[config.mk]
export PLATFORM = sky130hd
export DESIGN_NAME = mcr_cmd_mode_regs
export DESIGN_NICKNAME = d
export VERILOG_FILES = /design/src/verilog/mcr_pkg.sv /design/src/verilog/mcr_bit_sync.sv /design/src/verilog/mcr_cmd_mode_regs.sv
export SDC_FILE = /design/constraint.sdc
export NUM_CORES = 1
export LEC_CHECK = 0
export ABC_AREA = 1
export CAP_MARGIN = 20
export CORE_ASPECT_RATIO = 0.7
export CORE_MARGIN = 2
export CORE_UTILIZATION = 55
export CTS_CLUSTER_DIAMETER = 200
export CTS_CLUSTER_SIZE = 30
export DETAILED_ROUTE_END_ITERATION = 16
export DONT_BUFFER_PORTS = 1
export PLACE_DENSITY = 0.81
export SLEW_MARGIN = 10
export SYNTH_ARGS = -nofsm -noshare
export SYNTH_HDL_FRONTEND = slang
export SYNTH_SLANG_ARGS = --single-unit
export TNS_END_PERCENT = 5
[constraint.sdc]
create_clock -name ref_clk -period 2.9 [get_ports ref_clk]
set_input_delay 0.29 -clock ref_clk [delete_from_list [all_inputs] [get_ports ref_clk]]
set_output_delay 0.29 -clock ref_clk [all_outputs]
set_load 0.005 [all_outputs]
[src/verilog/mcr_pkg.sv]
package mcr_pkg;

  // ==========================================================
  // Register map
  localparam logic [5:0] MODE_ADDR = 6'h09;
  localparam logic [5:0] HALFCYC_ADDR = 6'h1C;
  localparam logic [15:0] MODE_RESET = 16'h000C;
  localparam logic [15:0] HALFCYC_RESET = 16'hFFFF;

  // ==========================================================
  // Command byte layout
  localparam int CMD_DIR_BIT = 7;
  localparam int CMD_ADDR_MSB = 5;
  localparam logic [4:0] CMD_BITS = 5'h08;

  // ==========================================================
  // Operating configuration bit positions
  localparam int MODE_HPF_BIT = 0;
  localparam int MODE_LOWPASS_BIT = 1;
  localparam int MODE_PULSE_BIT = 2;
  localparam int MODE_DIP_BIT = 3;
  localparam int MODE_PWRDN_BIT = 4;
  localparam int MODE_TEMP_BIT = 5;
  localparam int MODE_SOFTRST_BIT = 6;
  localparam int MODE_CYC_BIT = 7;

  // ==========================================================
  // Timing: quiet time after a software reset
  localparam int CLK_PERIOD_NS = 100;
  localparam int SOFTRST_QUIET_NS = 18000;
  localparam int SOFTRST_QUIET_CYC = (SOFTRST_QUIET_NS + CLK_PERIOD_NS - 1) / CLK_PERIOD_NS;
  localparam logic [7:0] SOFTRST_QUIET_CNT = 8'(SOFTRST_QUIET_CYC);

  // ==========================================================
  // Serial front end states
  typedef enum logic [1:0] {
    ST_CMD = 2'b00,
    ST_WDATA = 2'b01,
    ST_RDATA = 2'b10
  } mcr_state_type;

endpackage

[src/verilog/mcr_bit_sync.sv]
`timescale 1ns/10ps
module mcr_bit_sync #(
  parameter int W = 3,
  parameter logic [W-1:0] RST_VAL = '0
) (
  input wire logic ref_clk,
  input wire logic rst,
  input wire logic ce,
  input wire logic [W-1:0] asyncIn,
  output logic [W-1:0] syncOut
);
  logic [W-1:0] meta_r;
  logic [W-1:0] meta_nxt;
  logic [W-1:0] sync_r;
  logic [W-1:0] sync_nxt;

  // The first stage feeds only the second stage
  always_comb begin
    meta_nxt = asyncIn;
    sync_nxt = meta_r;
  end

  // Two-stage capture, frozen with the clock enable
  always_ff @(posedge ref_clk) begin
    if (rst) begin
      meta_r <= RST_VAL;
      sync_r <= RST_VAL;
    end else if (ce) begin
      meta_r <= meta_nxt;
      sync_r <= sync_nxt;
    end
  end

  assign syncOut = sync_r;
endmodule

[src/verilog/mcr_cmd_mode_regs.sv]
// Contract
// RQ1: Command register is eight bits, write only, never read back.
// RQ2: Host opens each transfer with a command byte, then moves data.
// RQ3: Command bits 0 to 5 give the target register index.
// RQ4: Host writes zero into command bit 6.
// RQ5: Command bit 7 one means write, zero means read.
// RQ6: Configuration comes from the operating register at index 0x09.
// RQ7: Mode bit 0 bypasses channel 1 highpass; resets to zero.
// RQ8: Mode bit 1 bypasses second lowpass; resets to zero.
// RQ9: Mode bit 2 disables pulse output; resets to one.
// RQ10: Mode bit 3 disables dip detection; resets to one.
// RQ11: Mode bit 4 powers down both converters; resets to zero.
// RQ12: Mode bit 5 starts thermal conversion; hardware clears it when done.
// RQ13: Mode bit 6 resets the chip by software; reads zero.
// RQ14: Host waits at least 18 us after software reset.
// RQ15: Mode bit 7 selects half-cycle accumulation; resets to zero.
// RQ16: Half-cycle count register is 16 bits, resets to all ones.
// RQ17: Data bytes equal register width in bytes, most significant first.
`timescale 1ns/10ps
module mcr_cmd_mode_regs
  import mcr_pkg::*;
(
  input wire logic ref_clk,
  input wire logic rst,
  input wire logic ce,
  input wire logic sclk,
  input wire logic din,
  input wire logic csN,
  input wire logic thermalConvDone,
  output logic dout,
  output logic doutOe,
  output logic ch1HighpassBypass,
  output logic powerLowpassBypass,
  output logic pulseOutDisable,
  output logic dipDetectDisable,
  output logic converterPowerdown,
  output logic thermalConvStart,
  output logic halfcycleAccumMode,
  output logic softChipReset,
  output logic [15:0] halfcycleCount,
  output logic [7:0] modeUpper
);
  import mcr_pkg::*;

  // ==========================================================
  // Register width and read data
  function automatic logic [1:0] regBytes(input logic [5:0] idx);
    regBytes = (idx == MODE_ADDR || idx == HALFCYC_ADDR) ? 2'h2 : 2'h1; // RQ17
  endfunction

  // The command byte has no read path; unmapped indices read zero
  function automatic logic [15:0] readAligned(input logic [5:0] idx, input logic [15:0] modeV,
                                              input logic [15:0] cycV);
    logic [15:0] v;
    v = 16'h0000;
    if (idx == MODE_ADDR) begin
      v = modeV;
    end else if (idx == HALFCYC_ADDR) begin
      v = cycV;
    end
    // Narrow registers are left aligned so the top bit leaves first
    readAligned = (regBytes(idx) == 2'd2) ? v : {v[7:0], 8'h00}; // RQ17 RQ1
  endfunction

  // ==========================================================
  // Pin synchronisers
  logic sclkS;
  logic dinS;
  logic csNS;

  mcr_bit_sync #(.W(3), .RST_VAL(3'b100)) uSync (
    .ref_clk(ref_clk),
    .rst(rst),
    .ce(ce),
    .asyncIn({csN, sclk, din}),
    .syncOut({csNS, sclkS, dinS})
  );

  // ==========================================================
  // State
  mcr_state_type stR, stNxt;
  logic [4:0] bitsLeftR, bitsLeftNxt;
  logic [15:0] shiftR, shiftNxt;
  logic [5:0] addrR, addrNxt;
  logic [15:0] modeR, modeNxt;
  logic [15:0] lineCycR, lineCycNxt;
  logic [7:0] holdCntR, holdCntNxt;
  logic sclkD_r, sclkD_nxt;
  logic softRstR, softRstNxt;
  logic doutR, doutNxt;
  logic doutOeR, doutOeNxt;

  logic sclkFall;
  logic sclkRise;
  logic active;
  logic [7:0] cmdByte;
  logic [15:0] wrData;
  logic cmdDone;
  logic wrCommit;

  // Edge detection works on the second synchroniser stage only
  assign sclkFall = sclkD_r & ~sclkS;
  assign sclkRise = ~sclkD_r & sclkS;
  // The serial port is deaf while deselected or in the reset quiet time
  assign active = ce && !csNS && (holdCntR == 8'h00);
  assign cmdByte = {shiftR[6:0], dinS};
  assign wrData = {shiftR[14:0], dinS};
  assign cmdDone = active && (stR == ST_CMD) && sclkFall && (bitsLeftR == 5'h01);
  assign wrCommit = active && (stR == ST_WDATA) && sclkFall && (bitsLeftR == 5'h01);

  // ==========================================================
  // Next-state logic for the serial front end and registers
  always_comb begin
    stNxt = stR;
    bitsLeftNxt = bitsLeftR;
    shiftNxt = shiftR;
    addrNxt = addrR;
    modeNxt = modeR;
    lineCycNxt = lineCycR;
    holdCntNxt = holdCntR;
    sclkD_nxt = sclkS;
    softRstNxt = 1'b0;
    doutNxt = doutR;
    doutOeNxt = doutOeR;
    if (holdCntR != 8'h00) begin
      holdCntNxt = holdCntR - 8'h01;
    end
    // Conversion finished: hardware clears the start bit
    if (thermalConvDone) begin
      modeNxt[MODE_TEMP_BIT] = 1'b0; // RQ12
    end
    if (!active) begin
      // Deselect aborts any partial transfer; next byte is a command again
      stNxt = ST_CMD;
      bitsLeftNxt = CMD_BITS;
      doutOeNxt = 1'b0;
    end else begin
      case (stR)
        ST_CMD: begin
          doutOeNxt = 1'b0;
          if (sclkFall) begin
            shiftNxt = wrData;
            bitsLeftNxt = bitsLeftR - 5'h01;
            if (bitsLeftR == 5'h01) begin
              addrNxt = cmdByte[CMD_ADDR_MSB:0]; // RQ3 RQ2
              bitsLeftNxt = {regBytes(cmdByte[CMD_ADDR_MSB:0]), 3'b000}; // RQ17
              if (cmdByte[CMD_DIR_BIT]) begin
                stNxt = ST_WDATA; // RQ5
              end else begin
                stNxt = ST_RDATA; // RQ5
                shiftNxt = readAligned(cmdByte[CMD_ADDR_MSB:0], modeR, lineCycR);
              end
            end
          end
        end
        ST_WDATA: begin
          if (sclkFall) begin
            shiftNxt = wrData;
            bitsLeftNxt = bitsLeftR - 5'h01;
            if (bitsLeftR == 5'h01) begin
              stNxt = ST_CMD;
              bitsLeftNxt = CMD_BITS;
              if (addrR == MODE_ADDR) begin
                if (wrData[MODE_SOFTRST_BIT]) begin
                  // Software reset restores defaults and opens the quiet time
                  softRstNxt = 1'b1; // RQ13
                  modeNxt = MODE_RESET;
                  lineCycNxt = HALFCYC_RESET;
                  holdCntNxt = SOFTRST_QUIET_CNT; // RQ14
                end else begin
                  // A start written with a done pulse wins over the clear
                  modeNxt = wrData; // RQ6
                end
              end else if (addrR == HALFCYC_ADDR) begin
                lineCycNxt = wrData; // RQ16
              end
            end
          end
        end
        ST_RDATA: begin
          doutOeNxt = 1'b1;
          // Shift out on the rising edge, host samples on the falling edge
          if (sclkRise) begin
            doutNxt = shiftR[15]; // RQ17
            shiftNxt = {shiftR[14:0], 1'b0};
          end
          if (sclkFall) begin
            bitsLeftNxt = bitsLeftR - 5'h01;
            if (bitsLeftR == 5'h01) begin
              stNxt = ST_CMD;
              bitsLeftNxt = CMD_BITS;
            end
          end
        end
        default: begin
          stNxt = ST_CMD;
          bitsLeftNxt = CMD_BITS;
        end
      endcase
    end
  end

  // Register stage; reset dominates, clock enable freezes everything else
  always_ff @(posedge ref_clk) begin
    if (rst) begin
      stR <= ST_CMD;
      bitsLeftR <= CMD_BITS;
      shiftR <= 16'h0000;
      addrR <= 6'h00;
      modeR <= MODE_RESET; // RQ9 RQ10
      lineCycR <= HALFCYC_RESET; // RQ16
      holdCntR <= 8'h00;
      sclkD_r <= 1'b0;
      softRstR <= 1'b0;
      doutR <= 1'b0;
      doutOeR <= 1'b0;
    end else if (ce) begin
      stR <= stNxt;
      bitsLeftR <= bitsLeftNxt;
      shiftR <= shiftNxt;
      addrR <= addrNxt;
      modeR <= modeNxt;
      lineCycR <= lineCycNxt;
      holdCntR <= holdCntNxt;
      sclkD_r <= sclkD_nxt;
      softRstR <= softRstNxt;
      doutR <= doutNxt;
      doutOeR <= doutOeNxt;
    end
  end

  // ==========================================================
  // Outputs, each straight from a flop
  assign dout = doutR;
  assign doutOe = doutOeR;
  assign ch1HighpassBypass = modeR[MODE_HPF_BIT]; // RQ7
  assign powerLowpassBypass = modeR[MODE_LOWPASS_BIT]; // RQ8
  assign pulseOutDisable = modeR[MODE_PULSE_BIT]; // RQ9
  assign dipDetectDisable = modeR[MODE_DIP_BIT]; // RQ10
  assign converterPowerdown = modeR[MODE_PWRDN_BIT]; // RQ11
  assign thermalConvStart = modeR[MODE_TEMP_BIT]; // RQ12
  assign halfcycleAccumMode = modeR[MODE_CYC_BIT]; // RQ15
  assign softChipReset = softRstR; // RQ13
  assign halfcycleCount = lineCycR; // RQ16
  assign modeUpper = modeR[15:8];

  // ==========================================================
  // Assertions
  a_mode_reset_val: assert property (@(posedge ref_clk) $fell(rst) |-> modeR == 16'h000C) // RQ9
    else $error("operating config reset value wrong");
  a_cyc_reset_val: assert property (@(posedge ref_clk) $fell(rst) |-> lineCycR == 16'hFFFF) // RQ16
    else $error("half-cycle count reset value wrong");
  a_addr_from_cmd: assert property (@(posedge ref_clk) disable iff (rst) // RQ3
    cmdDone |=> addrR == $past(cmdByte[5:0]))
    else $error("target index not taken from command bits 0 to 5");
  a_dir_write: assert property (@(posedge ref_clk) disable iff (rst) // RQ5
    cmdDone && cmdByte[7] |=> stR == ST_WDATA)
    else $error("command bit 7 high did not start a write");
  a_dir_read: assert property (@(posedge ref_clk) disable iff (rst) // RQ5
    cmdDone && !cmdByte[7] |=> stR == ST_RDATA)
    else $error("command bit 7 low did not start a read");
  a_byte_count: assert property (@(posedge ref_clk) disable iff (rst) // RQ17
    cmdDone && (cmdByte[5:0] == 6'h09) |=> bitsLeftR == 5'h10)
    else $error("operating config transfer is not two bytes");
  a_softrst_reads0: assert property (@(posedge ref_clk) disable iff (rst) // RQ13
    !modeR[6])
    else $error("software reset bit reads one");
  a_softrst_effect: assert property (@(posedge ref_clk) disable iff (rst) // RQ13
    wrCommit && addrR == 6'h09 && wrData[6] |=> softRstR && modeR == 16'h000C
      && lineCycR == 16'hFFFF ##1 !softRstR || !ce)
    else $error("software reset did not restore defaults");
  a_mode_write: assert property (@(posedge ref_clk) disable iff (rst) // RQ6
    wrCommit && addrR == 6'h09 && !wrData[6] |=> modeR == $past(wrData))
    else $error("operating config write not stored");
  a_temp_clear: assert property (@(posedge ref_clk) disable iff (rst) // RQ12
    ce && thermalConvDone && !wrCommit |=> !modeR[5])
    else $error("thermal start bit not cleared on completion");
  a_quiet_deaf: assert property (@(posedge ref_clk) disable iff (rst) // RQ14
    softRstR && ce |-> (stR == ST_CMD) [*8])
    else $error("serial port active in reset quiet time");

  c_read_xfer: cover property (@(posedge ref_clk) disable iff (rst) cmdDone && !cmdByte[7]);
  c_mode_write: cover property (@(posedge ref_clk) disable iff (rst) wrCommit && addrR == 6'h09);
  c_soft_reset: cover property (@(posedge ref_clk) disable iff (rst) softRstR);
  c_temp_done: cover property (@(posedge ref_clk) disable iff (rst) modeR[5] ##1 !modeR[5]);
endmodule

==> impl_metrics.py <==
metrics = {
    "clock_network": {
        "ctsHoldBuffers": 1,
        "cts_buffers": 9,
        "cts_sinks": 78,
        "clk_latency_ns": 0.37,
        "cts_resized": 0,
        "cts_root_buf": "clkbuf_8",
        "clk_pin_slew_ns": 0.07,
        "clock_path_buffers": 2,
        "htreeDepth": 3,
        "cts_tree": "done",
        "post_cts_buffers": 0,
    },
    "grt": {
        "grt_pass1_wl_um": 17900,
        "antenna_found_initial": 0,
        "grt_max_degree": 51,
        "grt_pass1_vias": 3597,
        "gr-total-overflow": 0,
        "grt_usage": 0.277,
    },
    "placed_design": {
        "dp_hpwl_um": 7470,
        "placed_area_mm2": 0.00410,
        "port_buffers": 0,
        "globalplace.congestion": 0.911,
    },
    "critical_path": {
        "cp.required_ns": 3.16,
        "end_kind": "flip-flop",
        "r2r_end": "shiftR[12]",
        "crit_start": "holdCntR[0]",
        "path_max_fanout": 18,
        "worst_setup_path_start_kind": "flip-flop",
        "path_class": "reg2reg",
        "rrSetupSlack_ns": 0.57,
        "crit_arrival_ns": 2.58,
        "reg2reg_depth": 10,
        "crit_path_end": "shiftR[12]",
        "r2r-start": "holdCntR[0]",
    },
    "routing": {
        "vias": 4010,
        "first_pass_iters": 6,
        "drt_iter0_markers": 453,
        "wl_per_cell_um": 15.5,
        "via_per_inst": 5.74,
        "drc": 0,
        "drt-total-wl_um": 10800,
        "drtAntennaViolNets": 0,
    },
    "timing": {
        "slew_violations": 0,
        "setup_tns_ns": 0,
        "clock-skew-final_ns": 0.0110,
        "rsz0062_at_grt": "no",
        "fmax_mhz": 429,
        "layout_min_cycle_time_ns": 2.33,
        "hold_viol": 0,
        "fin_crit_sh": 0.803,
        "max_slew_margin": 0.422,
        "setup_viol": 0,
        "worstMarginPinSlew_ns": 0.865,
    },
    "layout": {
        "fillers": 645,
        "final_nets": 611,
        "multi_input_area_mm2": 0.00216,
        "fin_util": 0.594,
        "drive_above_1_share": 0.0783,
        "n_antenna_cell": 0,
        "area_delta_synth_final_pct": 4.97,
        "regArea_mm2": 0.00156,
        "design_area_mm2": 0.00431,
    },
    "synth": {
        "seq_area_frac_synth": 0.380,
        "ys_warn_count": 0,
        "syn-cell-area_mm2": 0.00411,
        "synth_cell_types": 31,
        "syn_avg_cell_area_um2": 6.80,
        "synthFlopType": "dfxtp_1",
        "synth_edf_count": 0,
        "netlist_instances": 604,
        "ys_ff_latch": 78,
        "synthesis.nets": 620,
        "async_reset_ff_frac": 0,
    },
    "floorplan": {
        "start_util": 0.566,
        "die_w_um": 107,
        "die_area_mm2": 0.00818,
        "row_count": 26,
        "coreArea_mm2": 0.00725,
        "fp.dieH_um": 76.3,
        "ios": 41,
    },
    "power_and_ir_drop": {
        "power_frac_comb": 0.215,
        "vdd_ir_drop_max_uv": 478,
        "p_sw_frac": 0.316,
        "pwr-share-clk": 0.321,
        "p_sw_uw": 821,
        "pwr-share-seq": 0.464,
        "p_per_area_mw_per_mm2": 603,
        "p_leak_uw": 0.00207,
        "p_int_uw": 1780,
    },
    "run": {
        "max_cap_violations": 0,
    },
    "hold_path": {
        "worstHoldPathType": "in2reg",
    },
    "run_status": {
        "outcome": "complete, no violations",
    },
}
==> cells in the mapped netlist (all sizes together), types with 9 or more instances <==
library cell | instances | share of area
nor3 | 9 | 0.011
o21ai | 57 | 0.069
nand3 | 61 | 0.080
a21oi | 37 | 0.045
buf | 13 | 0.028
nor2 | 119 | 0.13
nand2 | 126 | 0.12
ha | 9 | 0.027
nand4 | 10 | 0.017
clkbuf | 12 | 0.011
inv | 58 | 0.053
dfxtp | 78 | 0.38
==> layout by cell type, fill, tap and decap left out, types with 4 or more instances in the layout <==
cell type and n:
a21oi_1 37, buf_4 4, clkbuf_8 11, dfxtp_1 78, ha_1 9, inv_1 58, nand2_1 120, nand2_2 4
nand3_1 58, nand4_1 9, nor2_1 104, nor2_2 9, nor2_4 4, nor3_1 9, o21ai_0 50, o21ai_1 7
xnor2_1 5
==> area by class of cell <==
cell class	count	share of cell area
Multi-Input combinational cell	442	0.502
Sequential cell	78	0.362
Inverter	59	0.0517
Clock buffer	13	0.0369
Tap cell	98	0.0284
Clock inverter	3	0.00987
Timing Repair Buffer	5	0.00929
==> flip-flops by register name, indices dropped and copies added, names as in the netlist <==
signal          cells
addrR               6
uSync.meta_r        3
dout                1
shiftR             16
bitsLeftR           5
softChipReset       1
doutOe              1
stR                 2
sclkD_r             1
holdCntR            8
modeR              15
halfcycleCount     16
uSync.syncOut       3
==> how the worst min path moves through the flow <==
stage / startpoint / end / slack (ns) / cells after the start
final: ce / sclkD_r / 0.02 / 1
after global placement: rst / modeR[9] / 0.36 / 1
after CTS: ce / sclkD_r / 0.008 / 1
after global routing: ce / sclkD_r / 0.009 / 1
after detailed placement: rst / modeR[7] / 0.37 / 1
after floorplan: csN / uSync.meta_r[2] / 0.41 / 2
==> through the flow <==
stage	hold slack (ns)	total power [uW]	setup WS (ns)	std cells
detailed placement	0.366	1770	0.626	681
floorplan	0.412	1680	1.28	604
finish	0.0185	2600	0.571	698
global placement	0.362	1740	0.730	681
CTS	0.00820	2600	0.613	698
global route	0.00887	2740	0.381	698
==> power by group through the flow <==
stage / combinational (uW) / clock, uW / sequential (uW)
after global routing: 627 / 894 / 1220
final: 559 / 835 / 1210
after detailed placement: 547 / 0 / 1230
after floorplan: 471 / 0 / 1210
after CTS: 555 / 844 / 1200
after global placement: 521 / 0 / 1220
==> worst max-delay path, cell delays in order (launching register included) <==
cell	delay (ns)
dfxtp_1	0.31
inv_1	0.12
ha_1	0.16
nand2_1	0.12
nor2_8	0.19
nand3_2	0.28
nor2_2	0.43
buf_4	0.28
o21ai_0	0.12
nor2_1	0.14
nor2_1	0.06
==> per-layer routing <==
metal  GRT usage  wire length, um  part of all wire
met4      0.0870              180             0.017
met5           0                0                 0
met2       0.404             4720              0.43
met1       0.390             4700              0.43
met3      0.0855             1250              0.12
==> cells by family (layout without fill, tap and decap cells) <==
group,after synthesis,in the layout,synth area share
AND/OR/NAND/NOR,329,329,0.364
XOR/XNOR,7,7,0.0149
adder cells (fa/ha/maj),9,9,0.0274
buffers and inverters,84,80,0.0932
flip-flops,78,78,0.380
AO/OA/AOI/OAI,97,97,0.120
Note: power is estimated with default switching activity, not from simulation.
